$ cat config.mk
export PLATFORM = sky130hd
export DESIGN_NAME = pba_agent
export DESIGN_NICKNAME = d
export VERILOG_FILES = /design/src/hdl/pba_pkg.sv /design/src/hdl/pba_agent.sv
export VERILOG_INCLUDE_DIRS = /design/src /design/src/hdl
export SDC_FILE = /design/constraint.sdc
export NUM_CORES = 1
export LEC_CHECK = 0
export BUFFER_PORTS_ARGS = -buffer_cell sky130_fd_sc_hd__buf_4
export CORE_ASPECT_RATIO = 0.8
export CORE_UTILIZATION = 40
export DETAILED_ROUTE_END_ITERATION = 12
export PLACE_DENSITY = 0.68
export SLEW_MARGIN = 20
export SYNTH_ARGS = -nofsm -noshare
export SYNTH_HDL_FRONTEND = slang
export SYNTH_SLANG_ARGS = --single-unit
$ cat constraint.sdc
create_clock -name i_sys_clk -period 3.4 [get_ports i_sys_clk]
set_input_delay 0.34 -clock i_sys_clk [delete_from_list [all_inputs] [get_ports i_sys_clk]]
set_output_delay 0.34 -clock i_sys_clk [all_outputs]
set_load 0.01 [all_outputs]
$ cat src/hdl/pba_map.svh
// Bus commands, address window and timing counts for the bus agent.
`ifndef PBA_MAP_SVH
`define PBA_MAP_SVH
`define PBA_CMD_MRD     4'h6
`define PBA_CMD_MWR     4'h7
`define PBA_CMD_CFGRD   4'hA
`define PBA_CMD_CFGWR   4'hB
`define PBA_BAR_BASE    32'h0001_0000
`define PBA_BAR_MASK    32'hFFFF_F000
`define PBA_MABORT_CLKS 5
`define PBA_SYNC_W      47
`endif

$ cat src/hdl/pba_pkg.sv
// State types of the bus agent.
package pba_pkg;
    typedef enum logic [3:0] {
        T_IDLE = 4'b0001,
        T_WAIT = 4'b0010,
        T_DATA = 4'b0100,
        T_TURN = 4'b1000
    } pba_tgt_e;
    typedef enum logic [3:0] {
        M_IDLE = 4'b0001,
        M_REQ  = 4'b0010,
        M_ADDR = 4'b0100,
        M_DATA = 4'b1000
    } pba_mst_e;
endpackage

$ cat src/hdl/pba_agent.sv
// Bus agent: claimed target accesses and single-phase master cycles.
`timescale 1ns/10ps
`include "pba_map.svh"
// Operation
// - AD carries address, then data
// - C/BE carries command, then byte enables
// - C/BE driven only while bus master
// - PAR is even parity over AD, C/BE
// - PAR driven one clock after phase
// - Master drives FRAME for the transaction
// - Master asserts IRDY when data ready
// - Target asserts TRDY when data ready
// - Target asserts STOP to end transaction
// - Configuration cycles claimed only with IDSEL
// - DEVSEL asserted after own address decode
// - REQ requests bus, floats during reset
// - PERR reports data parity errors
// - SERR pulled low on address parity error
// - INTA held low while sources pending
// - Bus signals change on bus clock rise; INTA enable and bus reset act on any system clock
// - Bus reset returns interface to idle
module pba_agent #(
    parameter int          N_IRQ    = 4,
    parameter logic [31:0] BAR_BASE = `PBA_BAR_BASE,
    parameter logic [31:0] BAR_MASK = `PBA_BAR_MASK,
    parameter int          MABORT   = `PBA_MABORT_CLKS
) (
    // System clock and reset.
    input  wire logic             i_sys_clk,
    input  wire logic             i_rst_b,
    // Bus clock and bus reset pins.
    input  wire logic             i_pci_clk,
    input  wire logic             i_pci_rst_b,
    // Address, command and parity.
    input  wire logic [31:0]      i_ad,
    output logic      [31:0]      o_ad,
    output logic                  o_ad_oe_b,
    input  wire logic [3:0]       i_cbe_b,
    output logic      [3:0]       o_cbe_b,
    output logic                  o_cbe_oe_b,
    input  wire logic             i_par,
    output logic                  o_par,
    output logic                  o_par_oe_b,
    // Transaction control.
    input  wire logic             i_frame_b,
    output logic                  o_frame_b,
    output logic                  o_frame_oe_b,
    input  wire logic             i_irdy_b,
    output logic                  o_irdy_b,
    output logic                  o_irdy_oe_b,
    input  wire logic             i_trdy_b,
    output logic                  o_trdy_b,
    output logic                  o_trdy_oe_b,
    input  wire logic             i_stop_b,
    output logic                  o_stop_b,
    output logic                  o_stop_oe_b,
    input  wire logic             i_devsel_b,
    output logic                  o_devsel_b,
    output logic                  o_devsel_oe_b,
    input  wire logic             i_idsel,
    // Arbitration.
    output logic                  o_req_b,
    output logic                  o_req_oe_b,
    input  wire logic             i_gnt_b,
    // Error and interrupt pins.
    input  wire logic             i_perr_b,
    output logic                  o_perr_b,
    output logic                  o_perr_oe_b,
    output logic                  o_serr_b,
    output logic                  o_serr_oe_b,
    input  wire logic [N_IRQ-1:0] i_irq_src,
    output logic                  o_inta_b,
    output logic                  o_inta_oe_b,
    // Target user side.
    output logic                  o_tgt_stb,
    output logic                  o_tgt_wr,
    output logic                  o_tgt_cfg,
    output logic      [31:0]      o_tgt_addr,
    output logic      [31:0]      o_tgt_wdata,
    output logic      [3:0]       o_tgt_be_b,
    input  wire logic [31:0]      i_tgt_rdata,
    // Master user side.
    input  wire logic             i_mst_go,
    input  wire logic             i_mst_wr,
    input  wire logic [31:0]      i_mst_addr,
    input  wire logic [31:0]      i_mst_wdata,
    input  wire logic [3:0]       i_mst_be_b,
    output logic                  o_mst_busy,
    output logic                  o_mst_done,
    output logic                  o_mst_err,
    output logic      [31:0]      o_mst_rdata
);
    localparam int CW = $clog2(MABORT + 1);

    if (N_IRQ < 1 || MABORT < 2) begin : g_chk
        $error("pba_agent: N_IRQ must be at least 1 and MABORT at least 2");
    end

    function automatic logic par36(input logic [35:0] v);
        return ^v;
    endfunction

    // Two-stage synchroniser, plus a third stage holding the value seen before the clock edge.
    logic [`PBA_SYNC_W-1:0] sy1;
    logic [`PBA_SYNC_W-1:0] sy2;
    logic [`PBA_SYNC_W-1:0] sy3;
    always_ff @(posedge i_sys_clk or negedge i_rst_b) begin
        if (!i_rst_b) begin
            sy1 <= '1;
            sy2 <= '1;
            sy3 <= '1;
        end else begin
            sy1 <= {i_pci_clk, i_pci_rst_b, i_ad, i_cbe_b, i_par, i_frame_b, i_irdy_b, i_trdy_b,
                    i_stop_b, i_devsel_b, i_idsel, i_gnt_b, i_perr_b};
            sy2 <= sy1;
            sy3 <= sy2;
        end
    end

    wire logic        rise     = sy2[46] & ~sy3[46];
    wire logic        b_rst    = ~sy3[45];
    wire logic [31:0] b_ad     = sy3[44:13];
    wire logic [3:0]  b_cbe_b  = sy3[12:9];
    wire logic        b_par    = sy3[8];
    wire logic        b_frame  = ~sy3[7];
    wire logic        b_irdy   = ~sy3[6];
    wire logic        b_trdy   = ~sy3[5];
    wire logic        b_stop   = ~sy3[4];
    wire logic        b_devsel = ~sy3[3];
    wire logic        b_idsel  = sy3[2];
    wire logic        b_gnt    = ~sy3[1];

    pba_pkg::pba_tgt_e tst;
    pba_pkg::pba_mst_e mst;
    logic              f_q;
    logic              t_oe;
    logic              t_dev;
    logic              t_rdy;
    logic              t_stop;
    logic              t_ad_oe;
    logic [31:0]       t_ad;
    logic              m_req;
    logic              m_req_oe;
    logic              m_frame;
    logic              m_irdy;
    logic              m_ctl_oe;
    logic              m_ad_oe;
    logic              m_cbe_oe;
    logic [31:0]       m_ad;
    logic [3:0]        m_cbe;
    logic              m_wr;
    logic [31:0]       m_addr;
    logic [31:0]       m_wdata;
    logic [3:0]        m_be_b;
    logic [CW-1:0]     m_cnt;

    wire logic addr_ph = b_frame && !f_q;
    wire logic cfg_hit = (b_cbe_b == `PBA_CMD_CFGRD || b_cbe_b == `PBA_CMD_CFGWR)
                         && b_idsel && b_ad[1:0] == 2'h0;
    wire logic mem_hit = (b_cbe_b == `PBA_CMD_MRD || b_cbe_b == `PBA_CMD_MWR)
                         && (b_ad & BAR_MASK) == BAR_BASE;
    wire logic t_hit   = addr_ph && (cfg_hit || mem_hit) && mst == pba_pkg::M_IDLE;

    // Target: one data phase, disconnected with data by STOP together with TRDY.
    always_ff @(posedge i_sys_clk or negedge i_rst_b) begin
        if (!i_rst_b) begin
            tst         <= pba_pkg::T_IDLE;
            t_oe        <= 1'b0;
            t_dev       <= 1'b0;
            t_rdy       <= 1'b0;
            t_stop      <= 1'b0;
            t_ad_oe     <= 1'b0;
            t_ad        <= 32'h0000_0000;
            o_tgt_stb   <= 1'b0;
            o_tgt_wr    <= 1'b0;
            o_tgt_cfg   <= 1'b0;
            o_tgt_addr  <= 32'h0000_0000;
            o_tgt_wdata <= 32'h0000_0000;
            o_tgt_be_b  <= 4'hF;
        end else begin
            o_tgt_stb <= 1'b0;
            if (b_rst) begin
                tst     <= pba_pkg::T_IDLE;
                t_oe    <= 1'b0;
                t_dev   <= 1'b0;
                t_rdy   <= 1'b0;
                t_stop  <= 1'b0;
                t_ad_oe <= 1'b0;
            end else if (rise) begin
                unique case (tst)
                    pba_pkg::T_IDLE: begin
                        t_oe <= 1'b0;
                        if (t_hit) begin
                            tst        <= pba_pkg::T_WAIT;
                            t_oe       <= 1'b1;
                            t_dev      <= 1'b1;
                            o_tgt_addr <= b_ad;
                            o_tgt_wr   <= b_cbe_b[0];
                            o_tgt_cfg  <= cfg_hit;
                        end
                    end
                    pba_pkg::T_WAIT: begin
                        tst    <= pba_pkg::T_DATA;
                        t_rdy  <= 1'b1;
                        t_stop <= 1'b1;
                        if (!o_tgt_wr) begin
                            t_ad      <= i_tgt_rdata;
                            t_ad_oe   <= 1'b1;
                            o_tgt_be_b <= b_cbe_b;
                            o_tgt_stb <= 1'b1;
                        end
                    end
                    pba_pkg::T_DATA: begin
                        if (b_irdy) begin
                            tst     <= pba_pkg::T_TURN;
                            t_rdy   <= 1'b0;
                            t_ad_oe <= 1'b0;
                            if (o_tgt_wr) begin
                                o_tgt_wdata <= b_ad;
                                o_tgt_be_b  <= b_cbe_b;
                                o_tgt_stb   <= 1'b1;
                            end
                        end
                    end
                    pba_pkg::T_TURN: begin
                        if (!b_frame) begin
                            tst    <= pba_pkg::T_IDLE;
                            t_dev  <= 1'b0;
                            t_stop <= 1'b0;
                        end
                    end
                endcase
            end
        end
    end

    // Master: request, grant, address phase, one data phase, abort on missing DEVSEL.
    always_ff @(posedge i_sys_clk or negedge i_rst_b) begin
        if (!i_rst_b) begin
            mst         <= pba_pkg::M_IDLE;
            m_req       <= 1'b0;
            m_req_oe    <= 1'b0;
            m_frame     <= 1'b0;
            m_irdy      <= 1'b0;
            m_ctl_oe    <= 1'b0;
            m_ad_oe     <= 1'b0;
            m_cbe_oe    <= 1'b0;
            m_ad        <= 32'h0000_0000;
            m_cbe       <= 4'hF;
            m_wr        <= 1'b0;
            m_addr      <= 32'h0000_0000;
            m_wdata     <= 32'h0000_0000;
            m_be_b      <= 4'hF;
            m_cnt       <= '0;
            o_mst_done  <= 1'b0;
            o_mst_err   <= 1'b0;
            o_mst_rdata <= 32'h0000_0000;
        end else begin
            o_mst_done <= 1'b0;
            m_req_oe   <= !b_rst;
            if (b_rst) begin
                mst      <= pba_pkg::M_IDLE;
                m_req    <= 1'b0;
                m_frame  <= 1'b0;
                m_irdy   <= 1'b0;
                m_ctl_oe <= 1'b0;
                m_ad_oe  <= 1'b0;
                m_cbe_oe <= 1'b0;
            end else begin
                if (mst == pba_pkg::M_IDLE && i_mst_go) begin
                    mst       <= pba_pkg::M_REQ;
                    m_wr      <= i_mst_wr;
                    m_addr    <= i_mst_addr;
                    m_wdata   <= i_mst_wdata;
                    m_be_b    <= i_mst_be_b;
                    o_mst_err <= 1'b0;
                end
                if (rise) begin
                    unique case (mst)
                        pba_pkg::M_IDLE: begin
                            m_ctl_oe <= 1'b0;
                        end
                        pba_pkg::M_REQ: begin
                            m_req <= 1'b1;
                            if (m_req && b_gnt && !b_frame && !b_irdy && tst == pba_pkg::T_IDLE) begin
                                mst      <= pba_pkg::M_ADDR;
                                m_frame  <= 1'b1;
                                m_ctl_oe <= 1'b1;
                                m_ad     <= m_addr;
                                m_ad_oe  <= 1'b1;
                                m_cbe    <= m_wr ? `PBA_CMD_MWR : `PBA_CMD_MRD;
                                m_cbe_oe <= 1'b1;
                            end
                        end
                        pba_pkg::M_ADDR: begin
                            mst     <= pba_pkg::M_DATA;
                            m_frame <= 1'b0;
                            m_irdy  <= 1'b1;
                            m_req   <= 1'b0;
                            m_cbe   <= m_be_b;
                            m_cnt   <= '0;
                            m_ad    <= m_wdata;
                            m_ad_oe <= m_wr;
                        end
                        pba_pkg::M_DATA: begin
                            m_cnt <= m_cnt + 1'b1;
                            if (b_trdy || b_stop || (!b_devsel && m_cnt == CW'(MABORT - 1))) begin
                                mst         <= pba_pkg::M_IDLE;
                                m_irdy      <= 1'b0;
                                m_ad_oe     <= 1'b0;
                                m_cbe_oe    <= 1'b0;
                                o_mst_done  <= 1'b1;
                                o_mst_err   <= !b_trdy;
                                o_mst_rdata <= b_ad;
                            end
                        end
                    endcase
                end
            end
        end
    end

    // Parity generation, parity checks and the interrupt line.
    logic p_exp;
    logic a_chk;
    logic d_chk;
    logic serr;
    logic perr;
    logic perr_q;
    wire logic recv = (tst == pba_pkg::T_DATA && b_irdy && o_tgt_wr)
                      || (mst == pba_pkg::M_DATA && b_trdy && !m_wr);
    always_ff @(posedge i_sys_clk or negedge i_rst_b) begin
        if (!i_rst_b) begin
            f_q         <= 1'b0;
            p_exp       <= 1'b0;
            a_chk       <= 1'b0;
            d_chk       <= 1'b0;
            serr        <= 1'b0;
            perr        <= 1'b0;
            perr_q      <= 1'b0;
            o_par       <= 1'b0;
            o_par_oe_b  <= 1'b1;
            o_inta_oe_b <= 1'b1;
        end else begin
            o_inta_oe_b <= b_rst || ~|i_irq_src;
            if (b_rst) begin
                f_q        <= 1'b0;
                a_chk      <= 1'b0;
                d_chk      <= 1'b0;
                serr       <= 1'b0;
                perr       <= 1'b0;
                perr_q     <= 1'b0;
                o_par_oe_b <= 1'b1;
            end else if (rise) begin
                f_q        <= b_frame;
                p_exp      <= par36({b_ad, b_cbe_b});
                a_chk      <= addr_ph;
                d_chk      <= recv;
                serr       <= a_chk && b_par != p_exp;
                perr       <= d_chk && b_par != p_exp;
                perr_q     <= perr;
                o_par      <= par36({o_ad, m_cbe_oe ? m_cbe : b_cbe_b});
                o_par_oe_b <= o_ad_oe_b;
            end
        end
    end

    assign o_ad          = m_ad_oe ? m_ad : t_ad;
    assign o_ad_oe_b     = !(m_ad_oe || t_ad_oe);
    assign o_cbe_b       = m_cbe;
    assign o_cbe_oe_b    = !m_cbe_oe;
    assign o_frame_b     = !m_frame;
    assign o_irdy_b      = !m_irdy;
    assign o_frame_oe_b  = !m_ctl_oe;
    assign o_irdy_oe_b   = !m_ctl_oe;
    assign o_devsel_b    = !t_dev;
    assign o_trdy_b      = !t_rdy;
    assign o_stop_b      = !t_stop;
    assign o_devsel_oe_b = !t_oe;
    assign o_trdy_oe_b   = !t_oe;
    assign o_stop_oe_b   = !t_oe;
    assign o_req_b       = !m_req;
    assign o_req_oe_b    = !m_req_oe;
    assign o_perr_b      = !perr;
    assign o_perr_oe_b   = !(perr || perr_q);
    assign o_serr_b      = 1'b0;
    assign o_serr_oe_b   = !serr;
    assign o_inta_b      = 1'b0;
    assign o_mst_busy    = mst != pba_pkg::M_IDLE;
endmodule

==> flow_summary.yaml <==
job:
  timing.max_cap.violations: 0
die:
  die_x_um: 226
  boundaryPins: 319
  die_h_um: 181
  die_area_um2: 40800
  core_um2: 39400
  row_count: 65
  initial_core_util_pct: 40.6
routing:
  wl_per_cell_um: 18.2
  top_layer: "met4"
  dr_wl_met3_mm: 1.69
  vias: 11000
  met2_length_mm: 19.6
  drt-vias-per-instance: 4.81
  firstDrtPassIters: 5
  wl_met1_mm: 18.7
  drtIter0Drc: 543
  wirelength_mm: 41.7
  antenna_left: 0
  drc_errors: 0
cells_and_area:
  num-nets-final: 1886
  seq_area_um2: 10500
  most-common-layout-cells: "buf_4, dfrtp_1, nand2_1, mux2_2, dfstp_2"
  syn_to_final_growth_pct: 38.3
  multi_input_area_um2: 5020
  fill_cells: 3257
  final_common_cell: "buf_4"
  drive_gt1_share_pct: 42.2
yosys:
  netlist.area_leader.share_pct: 40.5
  syn_area_um2: 16000
  synthFlopType: "dfrtp_1"
  synthCells: 1245
  avgSynthCellArea_um2: 12.9
  synth.ff_latch_count: 413
  synth.distinct_cells: 54
  synth_edf_count: 0
  seq_area_frac_synth_pct: 65.7
  netlist.top_cell.by_area: "dfrtp_1"
  async_flop_share_pct: 100
  yosys_warnings: 0
  synth_area_leaders: "dfrtp_1, dfstp_2, mux2_2"
setup_path:
  path_max_fanout: 58
  slowest_stage: "dfstp_2"
  reg2reg_depth: 7
  slowest_delay_ns: 0.56
  crit_path_start_kind: "flip-flop"
  reg2reg_from: "sy3[11]$_DFF_PN1_"
  cp-end-kind: "flip-flop"
  critPathLaunch: "sy3[11]$_DFF_PN1_"
  crit_cells: 7
  r2r_slack_ns: 0.61
  arrival_ns: 3.24
  cp_top_family: "simple AND/OR/NAND/NOR gates"
  cp.required_ns: 3.85
  worstSetupPathType: "flip-flop to flip-flop"
  cp_num_buf_inv: 1
  path_cells: "ha_1, nand4_1, or4_4, a2111oi_4, nand3_2, buf_4, mux2_2"
  worstSetupEndpoint: "o_tgt_addr[5]$_DFFE_PN0P_"
  r2r_end: "o_tgt_addr[5]$_DFFE_PN0P_"
timing:
  slew_headroom_pct: 52.0
  fmax_ghz: 0.359
  period_share_pct: 81.9
  fin_ws_ns: 0.615
  fin_skew_ns: 0.0138
  period_minus_slack_ns: 2.79
  maxSlewViolCount: 0
  setup_viol: 0
  worst_slew_pin_slew_ns: 0.714
  rsz0062_at_grt: "false"
  finalSetupTns_ns: 0
  hold_viol_final: 0
pwr:
  vdd_ir_drop_max_mv: 0.365
  power.leakage_nw: 10.3
  p_per_area_nw_per_um2: 644
hold_path:
  hold_path.class: "input port to flip-flop"
  hold_depth: 3
global_route:
  antenna_found_initial: 3
  grt_start_max_net_pins: 126
  grt_pass1_vias: 11500
  groute.usage.overall_pct: 20.7
  grt_pass1_wl_mm: 65.2
  overflow: 0
placed_design:
  dp_hpwl_mm: 27.7
  place_congestion: 0.822
  port_buffers: 315
  dp_slack_ns: 0.631
clock_network:
  cts_buffers: 43
  post_cts_resized: 0
  cts_tree: "yes"
  clk_pin_slew_ns: 0.06
  clk_path_buf_depth: 3
  cts-root-buf: "clkbuf_16"
  post-cts-setup-buffers: 0
  cts_max_level: 2
  cts_sinks: 413
  clock_latency_ns: 0.57
status:
  outcome: "finished, final reports clean"
## Yosys cell counts (all sizes together), types with 6 or more instances
master / n
dfrtp: 259
nand2: 187
mux2: 156
dfstp: 154
o21ai: 90
nor2: 66
inv: 47
clkbuf: 37
xnor2: 37
a31oi: 36
xor2: 36
buf: 27
a21oi: 24
ha: 17
mux2i: 13
nand3: 11
nor3: 6
## worst min-delay path: stages
cell	delay, ns
buf_4	0.13
nand2_1	0.05
a21o_1	0.11
## routing by layer
layer	global-route usage, %	up-vias
met5	0	-
met4	9.06	0
met3	3.63	95
met2	32.4	274
met1	28.3	5530
li1	-	5101
## what timing repair did
action | 4_1_cts | 5_1_grt
hold buffers | 150 | 0
endpoints found under the hold margin | 190 | 0
setup endpoints to repair | 0 | 0
## report_power, final
| group | internal, W | total, W | switching [W] |
|---|---|---|---|
| combinational | 0.00166 | 0.00289 | 0.00123 |
| clock | 0.00320 | 0.00526 | 0.00206 |
| sequential | 0.00563 | 0.00612 | 0.000488 |
| total | 0.0105 | 0.0143 | 0.00378 |
## worst min path at each step
stage | from | to | slack, ns
detailed placement | i_rst_b | m_addr[9]$_DFFE_PN0P_ | 0.28
finish | i_mst_go | mst[0]$_DFF_PN1_ | 0.1
CTS | i_mst_go | mst[0]$_DFF_PN1_ | 0.06
floorplan | i_rst_b | a_chk$_DFFE_PN0N_ | 0.04
global route | i_mst_go | mst[0]$_DFF_PN1_ | 0.08
global placement | i_rst_b | m_addr[9]$_DFFE_PN0P_ | 0.27
## through the flow
stage | hold WS, ns | cells | total power (W) | util, % | instance area [µm²]
3_3_place_gp | 0.272 | 2055 | 0.00882 | 48.2 | 19000
5_1_grt | 0.0825 | 2287 | 0.0150 | 56.2 | 22100
2_1_floorplan | 0.0444 | 1246 | 0.00786 | - | 16000
4_1_cts | 0.0650 | 2285 | 0.0144 | 56.1 | 22100
6_report | 0.0984 | 2289 | 0.0143 | 56.2 | 22200
3_5_place_dp | 0.276 | 2055 | 0.00892 | 48.2 | 19000
## final cells by class
type                    count  area share [%]
flip-flops and latches    413            47.5
multi-input cells         721            22.7
repair buffers            487            18.6
clock buffers              61            5.79
well taps                 536            3.03
clock inverters            19            1.56
inverters                  48           0.813
diodes                      4          0.0452
## sequential cells by signal, indices dropped and copies added, names as in the netlist, 4 cells and up
signal       cells
o_cbe_b          4
sy1             46
m_ad            32
mst              4
m_wdata         32
o_tgt_be_b       4
m_addr          32
m_be_b           4
t_ad            32
o_mst_rdata     32
tst              4
sy2             46
o_tgt_addr      32
sy3             46
o_tgt_wdata     32
## kinds of logic (layout without fill, tap and decap cells)
group	Yosys count	after routing	share of synthesized area, %
AOI/OAI and AO/OA	166	166	5.91
buffers and inverters	112	615	3.09
xor gates and xnor gates	75	75	4.27
other	1	6	0.0234
and+or+nand+nor	292	292	7.86
DFF	413	413	65.7
adders and majority gates	17	17	1.33
muxes	169	169	11.8
No activity file was read; power rests on OpenSTA's default activity.
